<file path="config.mk">
export PLATFORM = sky130hd
export DESIGN_NAME = compact_timer
export DESIGN_NICKNAME = d
export VERILOG_FILES = /design/src/include/ctm_pkg.sv /design/src/design/ctm_counter.sv /design/src/design/ctm_pin.sv /design/src/design/compact_timer.sv
export SDC_FILE = /design/constraint.sdc
export NUM_CORES = 1
export LEC_CHECK = 0
export ABC_AREA = 1
export BUFFER_PORTS_ARGS = -buffer_cell sky130_fd_sc_hd__buf_2
export CORE_MARGIN = 2
export CORE_UTILIZATION = 40
export CTS_CLUSTER_SIZE = 16
export DETAILED_ROUTE_END_ITERATION = 6
export PLACE_DENSITY = 0.53
export SYNTH_ARGS = -nofsm -noshare
export SYNTH_HDL_FRONTEND = slang
export SYNTH_SLANG_ARGS = --single-unit
export TNS_END_PERCENT = 5
</file>
<file path="constraint.sdc">
create_clock -name clk_sys -period 3.5 [get_ports clk_sys]
set_clock_uncertainty 0.1 [all_clocks]
set_input_delay 0.35 -clock clk_sys [delete_from_list [all_inputs] [get_ports clk_sys]]
set_output_delay 0.35 -clock clk_sys [all_outputs]
set_load 0.02 [all_outputs]
</file>
<file path="src/include/ctm_pkg.sv">
// Purpose: Shared constants and types for the compact timer control block
// Assumes: Byte-wide register port, one clock domain
// Notes:   Offsets are register indices on the plain port

package ctm_pkg;

  // ==========================================================================
  // Sizes
  localparam int unsigned CNT_W  = 10;
  localparam int unsigned ADDR_W = 3;
  localparam int unsigned DATA_W = 8;
  localparam int unsigned PER_SHIFT = 7;

  // ==========================================================================
  // Register offsets
  localparam logic [2:0] OFF_TIMER_CONTROL       = 3'h0;
  localparam logic [2:0] OFF_MODE_OUTPUT_CONTROL = 3'h1;
  localparam logic [2:0] OFF_COUNT_VALUE_LOW     = 3'h2;
  localparam logic [2:0] OFF_COUNT_VALUE_HIGH    = 3'h3;
  localparam logic [2:0] OFF_COMPARE_A_LOW       = 3'h4;
  localparam logic [2:0] OFF_COMPARE_A_HIGH      = 3'h5;

  // ==========================================================================
  // Field positions in timer control
  localparam int unsigned POS_PAUSE    = 7;
  localparam int unsigned POS_TIMER_ON = 3;

  // ==========================================================================
  // Reset values
  localparam logic [7:0] RST_TIMER_CONTROL = 8'h00;
  localparam logic [7:0] RST_MODE_CTRL     = 8'h00;
  localparam logic [9:0] RST_COUNT         = 10'h000;
  localparam logic [9:0] RST_COMPARE_A     = 10'h000;
  localparam logic [7:0] RST_BUF           = 8'h00;

  // ==========================================================================
  // Encodings
  localparam logic [1:0] MODE_COMPARE = 2'h0;
  localparam logic [1:0] MODE_PWM     = 2'h2;
  localparam logic [1:0] MODE_TIMER   = 2'h3;

  localparam logic [1:0] ACT_NONE     = 2'h0;
  localparam logic [1:0] ACT_LOW      = 2'h1;
  localparam logic [1:0] ACT_HIGH     = 2'h2;
  localparam logic [1:0] ACT_TOGGLE   = 2'h3;

  localparam logic [1:0] PWM_INACTIVE = 2'h0;
  localparam logic [1:0] PWM_ACTIVE   = 2'h1;
  localparam logic [1:0] PWM_WAVE     = 2'h2;

  // Full-range period: counter overflow after 1024 ticks
  localparam logic [10:0] FULL_PERIOD = 11'h400;

  // ==========================================================================
  // Types
  typedef struct packed {
    logic [1:0] op_mode_field;
    logic [1:0] pin_action_field;
    logic       initial_level_bit;
    logic       output_polarity_bit;
    logic       pwm_role_swap;
    logic       clear_select;
  } mode_ctrl_t;

  typedef struct packed {
    logic [ADDR_W-1:0] addr;
    logic [DATA_W-1:0] wdata;
    logic              wr;
    logic              rd;
  } reg_req_t;

endpackage : ctm_pkg

</file>
<file path="src/design/ctm_counter.sv">
// Purpose: 10-bit up-counter with clear targets and match strobes
// Assumes: tick is a one-cycle pulse on clk_sys
// Notes:   A target of zero never matches

`timescale 1ns/100ps
`default_nettype none

module ctm_counter #(
  parameter int unsigned W = 10
) (
  // Clock and reset
  input  wire logic         clk_sys,
  input  wire logic         arst_n,
  // Control
  input  wire logic         run,
  input  wire logic         start,
  input  wire logic         tick,
  input  wire logic [W:0]   clr_target,
  input  wire logic [W:0]   a_target,
  input  wire logic [W:0]   p_target,
  // Status
  output logic      [W-1:0] count,
  output logic              match_a,
  output logic              match_p
);
  import ctm_pkg::*;

  logic [W:0]   nxt_wide;
  logic         step;
  logic [W-1:0] count_ff;

  // ==========================================================================
  // Match detection
  assign step     = run & tick;
  assign nxt_wide = {1'b0, count_ff} + {{W{1'b0}}, 1'b1};
  assign match_a  = step & (a_target != '0) & (nxt_wide == a_target);
  assign match_p  = step & (p_target != '0) & (nxt_wide == p_target);
  assign count    = count_ff;

  // ==========================================================================
  // Counter
  always_ff @(posedge clk_sys or negedge arst_n) begin
    if (!arst_n) begin
      count_ff <= RST_COUNT;
    end else if (start) begin
      count_ff <= '0;
    end else if (step) begin
      if (nxt_wide == clr_target) begin
        count_ff <= '0;
      end else begin
        count_ff <= nxt_wide[W-1:0];
      end
    end
  end

endmodule : ctm_counter

`default_nettype wire

</file>
<file path="src/design/ctm_pin.sv">
// Purpose: Timer output pin level for compare and PWM modes
// Assumes: Match strobes come from the counter on the same clock
// Notes:   Pin enable is low in timer/counter mode

`timescale 1ns/100ps
`default_nettype none

module ctm_pin #(
  parameter int unsigned W = 10
) (
  // Clock and reset
  input  wire logic              clk_sys,
  input  wire logic              arst_n,
  // Control
  input  wire ctm_pkg::mode_ctrl_t ctrl,
  input  wire logic              start,
  input  wire logic              match_a,
  input  wire logic [W-1:0]      count,
  input  wire logic [W:0]        duty,
  // Pin
  output logic                   pin_o,
  output logic                   pin_b_o,
  output logic                   pin_oe
);
  import ctm_pkg::*;

  logic level_ff;
  logic pwm_raw;
  logic nxt_pin;
  logic pin_ff;
  logic oe_ff;

  // ==========================================================================
  // Compare mode level
  always_ff @(posedge clk_sys or negedge arst_n) begin
    if (!arst_n) begin
      level_ff <= 1'b0;
    end else if (start) begin
      level_ff <= ctrl.initial_level_bit;
    end else if (match_a && ctrl.op_mode_field == MODE_COMPARE) begin
      unique case (ctrl.pin_action_field)
        ACT_NONE:   level_ff <= level_ff;
        ACT_LOW:    level_ff <= 1'b0;
        ACT_HIGH:   level_ff <= 1'b1;
        ACT_TOGGLE: level_ff <= ~level_ff;
      endcase
    end
  end

  // ==========================================================================
  // Output selection
  always_comb begin
    unique case (ctrl.pin_action_field)
      PWM_ACTIVE: pwm_raw = 1'b1;
      PWM_WAVE:   pwm_raw = ({1'b0, count} < duty);
      default:    pwm_raw = 1'b0;
    endcase
    if (ctrl.op_mode_field == MODE_PWM) begin
      nxt_pin = ctrl.initial_level_bit ? pwm_raw : ~pwm_raw;
    end else begin
      nxt_pin = level_ff;
    end
    nxt_pin = nxt_pin ^ ctrl.output_polarity_bit;
  end

  always_ff @(posedge clk_sys or negedge arst_n) begin
    if (!arst_n) begin
      pin_ff <= 1'b0;
      oe_ff  <= 1'b0;
    end else begin
      pin_ff <= nxt_pin;
      oe_ff  <= (ctrl.op_mode_field == MODE_COMPARE) |
                (ctrl.op_mode_field == MODE_PWM);
    end
  end

  assign pin_o   = pin_ff;
  assign pin_b_o = ~pin_ff;
  assign pin_oe  = oe_ff;

endmodule : ctm_pin

`default_nettype wire

</file>
<file path="src/design/compact_timer.sv">
// Operation
// - Period field times 128 ticks sets the P match; zero means 1024.
// - Period field zero lets the counter overflow instead of P matching.
// - Clear select 1 clears on A match; 0 on P match or overflow.
// - Clear select is ignored in PWM mode.
// - Mode 00 compare output, 10 PWM, 11 timer/counter, 01 undefined.
// - Pin level is undefined in timer/counter mode.
// - Compare mode A match: none, low, high or toggle the pin.
// - PWM mode action: inactive, active, waveform; 11 undefined.
// - Requested level equal to current level leaves the pin unchanged.
// - Timer-on rising edge returns the pin to its initial level.
// - Initial level bit: start level in compare, active level in PWM.
// - Polarity bit inverts the pin outside timer/counter mode.
// - Role swap exchanges period and duty sources in PWM mode.
// - Low count register shows counter bits 7 to 0, resets zero.
// - High count register shows bits 9 and 8, upper bits zero.
// - High byte read buffers low byte; low read returns buffer.
// - Timer-on rise clears the counter; fall holds its value.
// - The counter is a 10-bit up-counter on the selected tick.
//
// Purpose: Compact timer control, counter and output pin
// Assumes: tick_in is a one-cycle pulse from clock selection on clk_sys
// Notes:   Read data is registered and stands one cycle after the strobe

`timescale 1ns/100ps
`default_nettype none

module compact_timer #(
  parameter int unsigned CW = 10
) (
  // Clock and reset
  input  wire logic                    clk_sys,
  input  wire logic                    arst_n,
  // Register port
  input  wire logic [ctm_pkg::ADDR_W-1:0] reg_addr,
  input  wire logic [ctm_pkg::DATA_W-1:0] reg_wdata,
  input  wire logic                    reg_wr,
  input  wire logic                    reg_rd,
  output logic      [ctm_pkg::DATA_W-1:0] reg_rdata,
  // Timer tick
  input  wire logic                    tick_in,
  // Match events
  output logic                         match_a_evt,
  output logic                         match_p_evt,
  // Timer output pin
  output logic                         timer_output_pin,
  output logic                         timer_output_pin_b,
  output logic                         timer_output_pin_oe
);
  import ctm_pkg::*;

  // ==========================================================================
  // Declarations
  reg_req_t   req;
  logic [7:0] timer_ctrl_ff;
  mode_ctrl_t mode_ff;
  logic [9:0] cmp_a_ff;
  logic [7:0] cmp_a_buf_ff;
  logic [7:0] cnt_buf_ff;
  logic [7:0] rdata_ff;
  logic [7:0] nxt_rdata;
  logic       on_prev_ff;
  logic       timer_on;
  logic       start;
  logic       run;
  logic [2:0] period_compare_field;
  logic [CW:0] period_compare_value;
  logic [CW:0] compare_value_a;
  logic [CW:0] a_period;
  logic [CW:0] clr_target;
  logic [CW:0] a_target;
  logic [CW:0] p_target;
  logic [CW:0] duty;
  logic [CW-1:0] count;
  logic       raw_a;
  logic       raw_p;
  logic       is_pwm;

  assign req = '{addr: reg_addr, wdata: reg_wdata, wr: reg_wr, rd: reg_rd};

  // ==========================================================================
  // Control decode
  assign timer_on  = timer_ctrl_ff[POS_TIMER_ON];
  assign run       = timer_on & ~timer_ctrl_ff[POS_PAUSE];
  assign start     = timer_on & ~on_prev_ff;
  assign is_pwm    = (mode_ff.op_mode_field == MODE_PWM);
  assign period_compare_field = timer_ctrl_ff[2:0];

  // P value in ticks: field times 128, zero means full range
  assign period_compare_value = (period_compare_field == 3'h0) ? FULL_PERIOD :
    {1'b0, period_compare_field, {PER_SHIFT{1'b0}}};

  assign compare_value_a = {1'b0, cmp_a_ff};
  assign a_period = (cmp_a_ff == '0) ? FULL_PERIOD : compare_value_a;

  // Clear target, match masks and duty per mode
  always_comb begin
    a_target = compare_value_a;
    p_target = period_compare_value;
    duty     = compare_value_a;
    if (is_pwm) begin
      if (mode_ff.pwm_role_swap) begin
        clr_target = a_period;
        duty       = period_compare_value;
      end else begin
        clr_target = period_compare_value;
      end
    end else if (mode_ff.clear_select) begin
      clr_target = a_period;
      p_target   = '0;
    end else begin
      clr_target = period_compare_value;
    end
  end

  // ==========================================================================
  // Counter
  ctm_counter #(
    .W          (CW)
  ) u_counter (
    .clk_sys    (clk_sys),
    .arst_n     (arst_n),
    .run        (run),
    .start      (start),
    .tick       (tick_in),
    .clr_target (clr_target),
    .a_target   (a_target),
    .p_target   (p_target),
    .count      (count),
    .match_a    (raw_a),
    .match_p    (raw_p)
  );

  // Overflow at full range is no P match
  assign match_a_evt = raw_a;
  assign match_p_evt = raw_p & (period_compare_field != 3'h0);

  // ==========================================================================
  // Output pin
  ctm_pin #(
    .W       (CW)
  ) u_pin (
    .clk_sys (clk_sys),
    .arst_n  (arst_n),
    .ctrl    (mode_ff),
    .start   (start),
    .match_a (raw_a),
    .count   (count),
    .duty    (duty),
    .pin_o   (timer_output_pin),
    .pin_b_o (timer_output_pin_b),
    .pin_oe  (timer_output_pin_oe)
  );

  // ==========================================================================
  // Timer-on edge memory
  always_ff @(posedge clk_sys or negedge arst_n) begin
    if (!arst_n) begin
      on_prev_ff <= 1'b0;
    end else begin
      on_prev_ff <= timer_on;
    end
  end

  // ==========================================================================
  // Timer control register
  always_ff @(posedge clk_sys or negedge arst_n) begin
    if (!arst_n) begin
      timer_ctrl_ff <= RST_TIMER_CONTROL;
    end else if (req.wr && req.addr == OFF_TIMER_CONTROL) begin
      timer_ctrl_ff <= req.wdata;
    end
  end

  // ==========================================================================
  // Mode and output control register
  always_ff @(posedge clk_sys or negedge arst_n) begin
    if (!arst_n) begin
      mode_ff <= RST_MODE_CTRL;
    end else if (req.wr && req.addr == OFF_MODE_OUTPUT_CONTROL) begin
      mode_ff <= req.wdata;
    end
  end

  // ==========================================================================
  // Compare value A pair, low byte through buffer
  always_ff @(posedge clk_sys or negedge arst_n) begin
    if (!arst_n) begin
      cmp_a_buf_ff <= RST_BUF;
      cmp_a_ff     <= RST_COMPARE_A;
    end else if (req.wr && req.addr == OFF_COMPARE_A_LOW) begin
      cmp_a_buf_ff <= req.wdata;
    end else if (req.wr && req.addr == OFF_COMPARE_A_HIGH) begin
      cmp_a_ff <= {req.wdata[1:0], cmp_a_buf_ff};
    end
  end

  // ==========================================================================
  // Count buffer, loaded by a high-byte read
  always_ff @(posedge clk_sys or negedge arst_n) begin
    if (!arst_n) begin
      cnt_buf_ff <= RST_BUF;
    end else if (req.rd && req.addr == OFF_COUNT_VALUE_HIGH) begin
      cnt_buf_ff <= count[7:0];
    end
  end

  // ==========================================================================
  // Read path
  always_comb begin
    nxt_rdata = 8'h00;
    unique case (req.addr)
      OFF_TIMER_CONTROL:       nxt_rdata = timer_ctrl_ff;
      OFF_MODE_OUTPUT_CONTROL: nxt_rdata = mode_ff;
      OFF_COUNT_VALUE_LOW:     nxt_rdata = cnt_buf_ff;
      OFF_COUNT_VALUE_HIGH:    nxt_rdata = {6'h00, count[9:8]};
      OFF_COMPARE_A_LOW:       nxt_rdata = cmp_a_ff[7:0];
      OFF_COMPARE_A_HIGH:      nxt_rdata = {6'h00, cmp_a_ff[9:8]};
      default:                 nxt_rdata = 8'h00;
    endcase
  end

  always_ff @(posedge clk_sys or negedge arst_n) begin
    if (!arst_n) begin
      rdata_ff <= 8'h00;
    end else if (req.rd) begin
      rdata_ff <= nxt_rdata;
    end else begin
      rdata_ff <= 8'h00;
    end
  end

  assign reg_rdata = rdata_ff;

endmodule : compact_timer

`default_nettype wire

</file>
Word level (Yosys, flattened, before mapping)
Index checks and enable logic that the tools add are counted.
{"block": "op_classes", "bitwise": 16, "n_mux": 20, "shifts": 0, "div_mod_pow": 0, "addsub": 1, "magnitude_cmp": 1, "n_reduce_logical": 18, "eq_ne": 13, "multipliers": 0}
{"op": "11-bit two-way mux", "n": 9}
{"op": "8-bit case mux with 6 select lines", "n": 1}
{"op": "10-bit two-way mux", "n": 3}
{"op": "11-bit == test", "n": 2}
{"op": "11-bit nonzero test", "n": 2}
{"op": "10-bit by 1-bit adder with 11-bit output, second input constant", "n": 1}
{"op": "11-bit by 10-bit == test with 1-bit output", "n": 1}
{"op": "10-bit by 11-bit less-than comparator with 1-bit output", "n": 1}
{"op": "10-bit zero test", "n": 1}
{"op": "1-bit bitwise AND", "n": 8}
{"op": "8-bit two-way mux", "n": 1}
{"op": "2-bit == test, second input constant", "n": 3}
{"op": "3-bit by 2-bit == test with 1-bit output, second input constant", "n": 2}
{"op": "3-bit == test, second input constant", "n": 2}
{"op": "1-bit logical AND", "n": 6}
{"op": "3-bit zero test", "n": 2}
{"op": "1-bit inverter", "n": 6}
{"op": "2-bit zero test", "n": 2}
{"op": "1-bit two-way mux", "n": 4}
{"op": "2-bit AND reduction", "n": 2}
{"op": "2-bit nonzero test", "n": 2}
{"op": "3-bit by 1-bit == test with 1-bit output, second input constant", "n": 1}
{"op": "1-bit case mux with 3 select lines", "n": 1}
{"op": "3-bit nonzero test", "n": 1}
{"op": "other kinds (5)", "n": 5}
{"block": "word_totals", "inputBits": 16, "romBits": 0, "ff_bits": 64, "word_cells": 85, "out_inout_bits": 13, "mem_count": 0, "latch_bits": 0, "ramBits": 0}

Longest topological paths before layout
Gate-level depths: netlist of run 1.
{"block": "depth", "ltp_word": 10, "ltp_mapped": 17, "depth_no_buf": 17}

Cells and area by module
A second synthesis of run 1 with hierarchy kept.
{"block": "hier_totals", "cells_unflattened": 640, "area_unflattened_um2": 4473.0}
{"module": "compact_timer", "instances": 1, "seq_area_each_um2": 1276.2, "area_per_inst_um2": 2597.5, "cells_per_inst": 322}
{"module": "ctm_counter", "instances": 1, "seq_area_each_um2": 250.2, "area_per_inst_um2": 1307.5, "cells_per_inst": 227}
{"module": "ctm_pin", "instances": 1, "seq_area_each_um2": 75.1, "area_per_inst_um2": 568.0, "cells_per_inst": 91}

Worst setup path after synthesis of run 1
No wires, ideal clock.
{"block": "synth_path", "path_kind": "reg-to-reg", "startpoint": "register mode_ff[1] in the netlist's numbering", "endpoint": "register u_pin.pin_ff (netlist: u_pin.pin_o)", "synth_period_minus_slack_ns": 2.309, "setup_ns": 0.117, "arrival_time_ns": 2.091, "path_stages_with_launch": 15, "path_buffers": 2, "required_ns": 3.283, "slack_ns": 1.191, "cell_sequence": "dfrtp_1 -> buf_2 -> nand3_1 -> clkbuf_1 -> nand2_1 -> ha_1 -> a21oi_1 -> a21boi_0 -> nor2_1 -> o21bai_1 -> nand2_1 -> nand2_1 -> nand3_1 -> nand3_1 -> nand2_1"}
{"block": "synth_between", "elab_chain_len": 8}
{"element": "start, declared", "line_no": "compact_timer.sv:56", "source": "mode_ctrl_t mode_ff;"}
{"element": "start signal, assigned", "line_no": "compact_timer.sv:181", "source": "mode_ff <= req.wdata;"}
{"element": "11-bit two-way mux (*)", "line_no": "compact_timer.sv:102", "source": "if (mode_ff.pwm_role_swap) begin"}
{"element": "11-bit two-way mux (*)", "line_no": "compact_timer.sv:101", "source": "if (is_pwm) begin"}
{"element": "10-bit by 11-bit less-than comparator with 1-bit output (*)", "line_no": "ctm_pin.sv:55", "source": "PWM_WAVE: pwm_raw = ({1'b0, count} < duty);"}
{"element": "1-bit case mux with 2 select lines (*)", "line_no": "ctm_pin.sv:53", "source": "unique case (ctrl.pin_action_field)"}
{"element": "1-bit inverter", "line_no": "ctm_pin.sv:59", "source": "nxt_pin = ctrl.initial_level_bit ? pwm_raw : ~pwm_raw;"}
{"element": "1-bit two-way mux (*)", "line_no": "ctm_pin.sv:59"}
{"element": "1-bit two-way mux (*)", "line_no": "ctm_pin.sv:58", "source": "if (ctrl.op_mode_field == MODE_PWM) begin"}
{"element": "1-bit XOR (*)", "line_no": "ctm_pin.sv:63", "source": "nxt_pin = nxt_pin ^ ctrl.output_polarity_bit;"}
{"element": "via u_pin.nxt_pin", "line_no": "ctm_pin.sv:29", "source": "logic nxt_pin;"}
{"element": "end signal, assigned", "line_no": "ctm_pin.sv:71", "source": "pin_ff <= nxt_pin;"}
{"element": "end, declared", "line_no": "ctm_pin.sv:30", "source": "logic pin_ff;"}
The timed path passes the listed nets; every way through them passes the cells marked *.
A chain may end at the register's enable or synchronous reset.

Worst setup path in the final report of run 1
{"block": "layout_path", "startpoint": "register u_counter.count_ff[0] (netlist: u_counter.count[0])", "endpoint": "output match_p_evt"}
{"block": "layout_between", "elab_chain_len": 4}
{"element": "start, declared", "line_no": "ctm_counter.sv:30", "source": "logic [W-1:0] count_ff;"}
{"element": "start signal, assigned", "line_no": "ctm_counter.sv:51", "source": "count_ff <= nxt_wide[W-1:0];"}
{"element": "10-bit by 1-bit adder with 11-bit output", "line_no": "ctm_counter.sv:35", "source": "assign nxt_wide = {1'b0, count_ff} + {{W{1'b0}}, 1'b1};"}
{"element": "11-bit == test", "line_no": "ctm_counter.sv:37", "source": "assign match_p = step & (p_target != '0) & (nxt_wide == p_target);"}
{"element": "1-bit bitwise AND", "line_no": "ctm_counter.sv:37"}
{"element": "1-bit bitwise AND", "line_no": "compact_timer.sv:136", "source": "assign match_p_evt = raw_p & (period_compare_field != 3'h0);"}
{"element": "end, declared", "line_no": "compact_timer.sv:44", "source": "output logic match_p_evt,"}
Every way passes these cells.

==> results of run 1 <==
==> how the worst max path moves through the flow <==
stage	cells after the start	to	start	slack (ns)
after global placement	12	u_pin.pin_o	mode_ff[1]	0.69
after global routing	15	u_pin.pin_o	mode_ff[1]	0.37
after floorplan	14	u_pin.pin_o	mode_ff[1]	1.19
after CTS	10	match_p_evt	u_counter.count[0]	0.62
after detailed placement	12	u_pin.pin_o	mode_ff[1]	0.67
final	10	match_p_evt	u_counter.count[0]	0.60
==> metal layers <==
layer / part of all wire [%] / vias to the layer above / GRT usage (%)
li1: - / 1888 / -
met1: 46 / 1787 / 32.0
met2: 46 / 107 / 35.7
met3: 4.6 / 23 / 4.07
met4: 2.5 / 0 / 9.75
met5: 0 / - / 0
==> metrics by stage <==
stage	instance area [um2]	setup slack, ns	instances	total power (uW)
after floorplan	4030	1.19	567	1660
after global placement	4290	0.689	717	1940
after detailed placement	4290	0.674	717	1950
after CTS	4500	0.621	733	2620
after global routing	4500	0.368	733	2800
final	4500	0.601	733	2620
==> power breakdown <==
group	total [uW]	internal (uW)	switching (uW)
clock network	671	335	336
registers	1060	878	186
logic	882	297	586
==> cell type report <==
type	count	area share, %
Clock buffer	9	2.75
Clock inverter	7	1.78
Inverter	75	6.26
Multi-Input combinational cell	415	46.5
Sequential cell	64	35.6
Tap cell	133	3.70
Timing Repair Buffer	30	3.45
==> state kept, by name, indices dropped and copies added, names as in the netlist, 8 cells and up <==
signal and count:
u_counter.count 10, cnt_buf_ff 8, cmp_a_ff 10, reg_rdata 8, mode_ff 8, cmp_a_buf_ff 8, timer_ctrl_ff 8
==> cell usage after synthesis, drive strengths merged <==
master	count	share of area [%]
dfrtp	64	40
o22ai	4	0.62
o21ai	61	7.9
a221oi	8	1.7
and3	1	0.16
xor2	8	1.7
nand2	190	19
a21oi	12	1.5
a22oi	1	0.19
nand4	17	2.6
clkbuf	8	0.75
inv	73	6.8
a21boi	1	0.19
nor3	3	0.37
buf	5	0.68
mux2	1	0.28
a31oi	2	0.31
nor2	54	6.0
clkinv	2	0.19
o21bai	1	0.19
ha	15	4.7
nand3	36	4.8
==> cells in the final DEF (no fill, tap or decap), types with 2 or more instances in the layout <==
| master | synthesis | layout |
|---|---|---|
| a21oi_1 | 12 | 12 |
| a221oi_1 | 8 | 8 |
| a31oi_1 | 2 | 2 |
| buf_2 | 4 | 28 |
| buf_4 | 1 | 2 |
| clkbuf_8 | 0 | 9 |
| clkinv_1 | 2 | 2 |
| clkinv_4 | 0 | 3 |
| clkinvlp_4 | 0 | 2 |
| dfrtp_1 | 64 | 64 |
| ha_1 | 15 | 15 |
| inv_1 | 68 | 68 |
| inv_2 | 5 | 5 |
| nand2_1 | 179 | 179 |
| nand2_2 | 9 | 9 |
| nand2_4 | 2 | 2 |
| nand3_1 | 33 | 33 |
| nand3_2 | 3 | 3 |
| nand4_1 | 17 | 17 |
| nor2_1 | 45 | 45 |
| nor2_2 | 6 | 6 |
| nor2_4 | 3 | 3 |
| nor3_1 | 3 | 3 |
| o21ai_0 | 59 | 59 |
| o22ai_1 | 4 | 4 |
| xor2_1 | 8 | 8 |
==> cell families after synthesis <==
logic type	Yosys count	share of synthesized area, %
compound gates	90	12.6
xor+xnor	8	1.74
fa+ha+maj	15	4.66
flops	64	39.7
mux	1	0.279
buf+inv	88	8.41
simple gates	301	32.6
==> run summary, run 1 <==
first-pass GRT wire length = 19700 um
Die Y = 104 um
hpwl dp = 9460 um
Post-Syn Instances = 567
largest net degree at the start of global routing = 48
CP arrival = 2.45 ns
Core Footprint = 9770 um2
CP endpoint kind = output port
n_diodes = 0
Die Wd = 104 um
Worst Hold Class = input port to asynchronous set/reset pin
setup_tns = 0 ns
post-synth net total = 598
Max Freq = 0.345 GHz
Routed WL = 12100 um
Max Buffers Root-to-Sink = 2
multi-input logic area = 2090 um2
#FFs+latches synth = 64
final worst path period share = 82.8%
reg2reg path depth = 12
delay-heaviest family, CP = simple AND/OR/NAND/NOR gates
FF-to-FF End = u_pin.pin_o
Max-Cap Viols = 0
min Tclk post-route = 2.90 ns
initial antenna violation count = 0
RSZ-0062 raised after global routing = false
Slew Limit Fails = 0
die area = 10900 um2
Final Hold Viols = 0
r2r startpoint = mode_ff[1]
Layout area overhead = 11.6%
Reg area = 1600 um2
Worst Path Max Fanout = 9
fillers = 1062
# setup viols final = 0
Startpoint Class = register
Final Core Density = 46.0%
Placer Congestion = 0.960
Post-CTS Setup Inserts = 0
DRT antenna net count = 0
clock root buffer = clkbuf_8
Mapped Area = 4030 um2
Max IR drop VDD = 0.000291 V
Clk pin slew, worst setup/hold paths = 0.08 ns
yosys warns = 0
post_cts resized = 0
row cnt = 36
Global Route Usage Sum = 23.2%
Nets = 626
synthesized area per cell = 7.11 um2
CTS Sinks = 64
register area share after synthesis = 39.7%
CP bufs+invs = 2
Slew HR = 27.1%
LEAKAGE = 0.00237 uW
CTS tree = done
Worst Hold Margin = 0.106 ns
slowest CP cell = dfrtp_1
hold buffer count at CTS = 0
I/O pin cnt = 29
vias per inst = 5.19
CP Class = register to output port
outcome = completed
1st-pass router iterations = 5
initial core utilization = 41.2%
CTS Buf Count = 9
vias in the first global route = 3716
I/O Buffers = 28
crit path cell chain = ha_1 > nand2_1 > nand2_1 > inv_1 > nor3_1 > nand3_1 > nor3_1 > nand4_1 > nor2_1 > buf_2
PD cells = 582 nW/um2
per-cell routed wire length = 16.5 um
Worst EP required = 3.05 ns
share of cells above drive strength 1 = 12.7%
H-tree depth = 3
Worst path max stage delay = 0.51 ns
later-pin clock latency in the skew report = 0.34 ns
Congestion Overflow GR = 0
r2r setup slk = 0.61 ns
Initial DRC Count = 211
Post-route DRC = 0
Yosys cell types = 31
Worst-Margin Slew = 1.09 ns
routed via count = 3805
Power figures use the tool's default switching activity.
==> inputs of run 2 (changes only) <==
--- a/config.mk
+++ b/config.mk
@@ -5,13 +5,13 @@
 export SDC_FILE = /design/constraint.sdc
 export NUM_CORES = 1
 export LEC_CHECK = 0
-export ABC_AREA = 1
+export ABC_AREA = 0
 export BUFFER_PORTS_ARGS = -buffer_cell sky130_fd_sc_hd__buf_2
 export CORE_MARGIN = 2
 export CORE_UTILIZATION = 40
 export CTS_CLUSTER_SIZE = 16
 export DETAILED_ROUTE_END_ITERATION = 6
-export PLACE_DENSITY = 0.53
+export PLACE_DENSITY = 0.55
 export SYNTH_ARGS = -nofsm -noshare
 export SYNTH_HDL_FRONTEND = slang
 export SYNTH_SLANG_ARGS = --single-unit
==> constraint.sdc (replaced) <==
create_clock -name clk_sys -period 2.4 [get_ports clk_sys]
set_clock_uncertainty 0.1 [all_clocks]
set_input_delay 0.24 -clock clk_sys [delete_from_list [all_inputs] [get_ports clk_sys]]
set_output_delay 0.24 -clock clk_sys [all_outputs]
set_load 0.02 [all_outputs]
==> run 2 against run 1 <==
  * The flow now finishes with violations (negative setup slack)
  * Die area decreased by 4.1%
  * Sequential power grew 40%
  * Wire length shrank 8.7%
  * Global-route usage barely moved
  * Count of clock-buffer cells in the layout grew 1
  * Flip-flop and latch count is the same
  * Area after synthesis fell by 4.3%
  * Sequential share of layout area is 3.3 points lower
  * Critical path depth is 2 lower
  * Total power up 43%
  * Largest power group unchanged
==> run summary, run 2 <==
Main synth FF type = dfrtp_1
Die Wd = 102 um (-2.1%)
Die Y = 102 um (-2.1%)
Slew HR = 58.2% (+31 points)
Global Route Usage Sum = 23.2% (about the same)
CP Class = register to output port
Placer Congestion = 0.885 (-7.8%)
row cnt = 35 (-2.8%)
n_diodes = 0 (unchanged)
CTS Sinks = 64 (unchanged)
outcome = finished with violations
Startpoint Class = register
Post-synth EDFFs = 0 (unchanged)
Final Hold Viols = 0 (unchanged)
design area = 4970 um2 (+10%)
CTS tree = done
Worst Hold Class = input port to register
CP arrival = 2.44 ns (about the same)
later-pin clock latency in the skew report = 0.35 ns (about the same)
vias per inst = 5.53 (+6.6%)
Worst Hold Margin = 0.0473 ns (-0.0586 ns)
final std cells w/o fill = 595 (-19%)
initial antenna violation count = 0 (unchanged)
placed insts = 574 (-20%)
most frequent cell after synthesis = dfrtp_1
Post-route DRC = 0 (unchanged)
largest net degree at the start of global routing = 42 (-13%)
Initial DRC Count = 231 (+9.5%)
RSZ-0062 raised after global routing = true
Max IR drop VDD = 0.000482 V (+66%)
initial core utilization = 41.6% (+0.33 points)
#FFs+latches synth = 64 (unchanged)
CP endpoint kind = output port
per-cell routed wire length = 18.6 um (+13%)
most frequent cells in the layout = buf_4 (64), dfrtp_1 (60), nand2_1 (52), mux2_2 (41), buf_2 (26)
Placed Area = 4550 um2 (+6.0%)
Routed WL = 11100 um (-8.7%)
leading area contributor after synthesis = dfrtp_1
fillers = 871 (-18%)
Yosys cell types = 64 (+110%)
DRT antenna net count = 0 (unchanged)
async set-reset flop share out of synthesis = 100% (unchanged)
PD cells = 753 nW/um2 (+29%)
routed via count = 3291 (-14%)
fin worst setup slack = -0.382 ns (-0.983 ns)
# setup viols final = 14 (+14)
most common cell after layout, fill and taps aside = buf_4
Post-Syn Instances = 374 (-34%)
Clk pin slew, worst setup/hold paths = 0.08 ns (about the same)
vias in the first global route = 3310 (-11%)
CTS Buf Count = 9 (unchanged)
Slew Limit Fails = 0 (unchanged)
Max Freq = 0.359 GHz
Worst Path Max Fanout = 7 (-2)
synthesized area per cell = 10.3 um2 (+45%)
final worst path period share = 116%
hpwl dp = 8180 um (-14%)
Yosys top cell area share = 41.5% (+1.8 points)
clock root buffer = clkbuf_8
synth cell count leaders = dfrtp_1 (64), nand2_1 (54), mux2_2 (41)
top post-synthesis cells by area = dfrtp_1 (42%), mux2_2 (12%), nand2_1 (5.3%)
post-synth net total = 405 (-32%)
Nets = 492 (-21%)
Layout area overhead = 28.8%
Final Core Density = 53.5% (+7.5 points)
LEAKAGE = 0.00235 uW (-0.64%)
Worst-Margin Slew = 0.627 ns (-0.467 ns)
min Tclk post-route = 2.78 ns
die area = 10400 um2 (-4.1%)
Core Footprint = 9280 um2 (-5.0%)
register area share after synthesis = 41.5% (+1.8 points)
share of cells above drive strength 1 = 42.1% (+29 points)
yosys warns = 0 (unchanged)
Max Buffers Root-to-Sink = 2 (unchanged)
1st-pass router iterations = 5 (unchanged)
Worst EP required = 2.06 ns (-0.99 ns)
failing checks = negative setup slack
first-pass GRT wire length = 18000 um (-8.9%)
Mapped Area = 3860 um2 (-4.3%)
H-tree depth = 3 (unchanged)
I/O pin cnt = 29 (unchanged)
Congestion Overflow GR = 0 (unchanged)
setup_tns = -2.76 ns (-2.76 ns)
Max-Cap Viols = 0 (unchanged)
I/O Buffers = 28 (unchanged)
## run 2: cell types whose count changed in the layout (fill, tap and decap cells not counted), sizes merged, moves of 26 or more
cell   delta
buf      +64
inv      -67
mux2     +40
nand2   -135
nand3    -26
nor2     -36
o21ai    -42
## run 2: stage by stage
step                total power, uW  setup slack, ns
global route                   3960           -0.441
CTS                            3730           -0.314
finish                         3740           -0.382
floorplan                      2120           -0.180
detailed placement             2670           -0.277
global placement               2640           -0.263
## run 2: area by class of cell
type	instances	area (um2)	area share (%)
clock inverter	6	67.6	1.36
tap	129	161	3.25
inverter	7	26.3	0.529
multi-input combinational	284	2300	46.2
clock buffer	10	138	2.77
sequential	64	1610	32.3
timing repair buffer	95	674	13.6
## run 2: report_power, final
| group | internal [uW] | switching (uW) |
|---|---|---|
| combinational | 624 | 661 |
| sequential | 1270 | 214 |
| clock | 511 | 462 |
| total | 2410 | 1340 |
## run 2: worst max-delay path, stage by stage, from the launching register on
cell and delay, ns:
dfrtp_2 0.47, nand2_1 0.20, or3_4 0.39, and2_4 0.19
xnor2_4 0.12, nor4_4 0.28, buf_4 0.17, and3_4 0.16
buf_6 0.11
## run 2: kinds of logic after synthesis
| group | count (synthesis) | share of synthesized area [%] |
|---|---|---|
| AND/OR/NAND/NOR | 129 | 17.5 |
| AO/OA/AOI/OAI | 64 | 12.1 |
| flip-flops | 64 | 41.5 |
| multiplexers | 57 | 16.1 |
| buffers and inverters | 26 | 3.24 |
| XOR/XNOR | 19 | 4.67 |
| adder cells (fa/ha/maj) | 15 | 4.86 |
## run 2: routing by layer
metal,vias up,GRT usage [%],wire [um]
met5,-,0,0
met4,0,8.62,238
met3,21,3.83,643
met2,115,36.6,5200
met1,1638,32.2,5000
li1,1517,-,-
## run 2: worst paths after layout
kind	start	endpoint	slack (ns)	cells after the start
worst min-delay path	reg_wdata[6]	mode_ff[6]	0.05	3
worst max-delay path	u_counter.count[2]	match_a_evt	-0.38	8
min in group asynchronous	arst_n	u_counter.count[6]	0.34	2
max in group asynchronous	arst_n	cmp_a_ff[0]	1.21	3
worst max register to register	u_counter.count[0]	u_counter.count[2]	-0.22	10
worst min register to register	cmp_a_buf_ff[7]	cmp_a_buf_ff[7]	0.40	1
## run 2: timing repair
item,4_1_cts,5_1_grt
buffers inserted,4,0
hold buffers,1,0
endpoints found under the setup margin,14,14
pin swaps,7,4
hold endpoints to repair,23,0
gates resized for setup,29,7
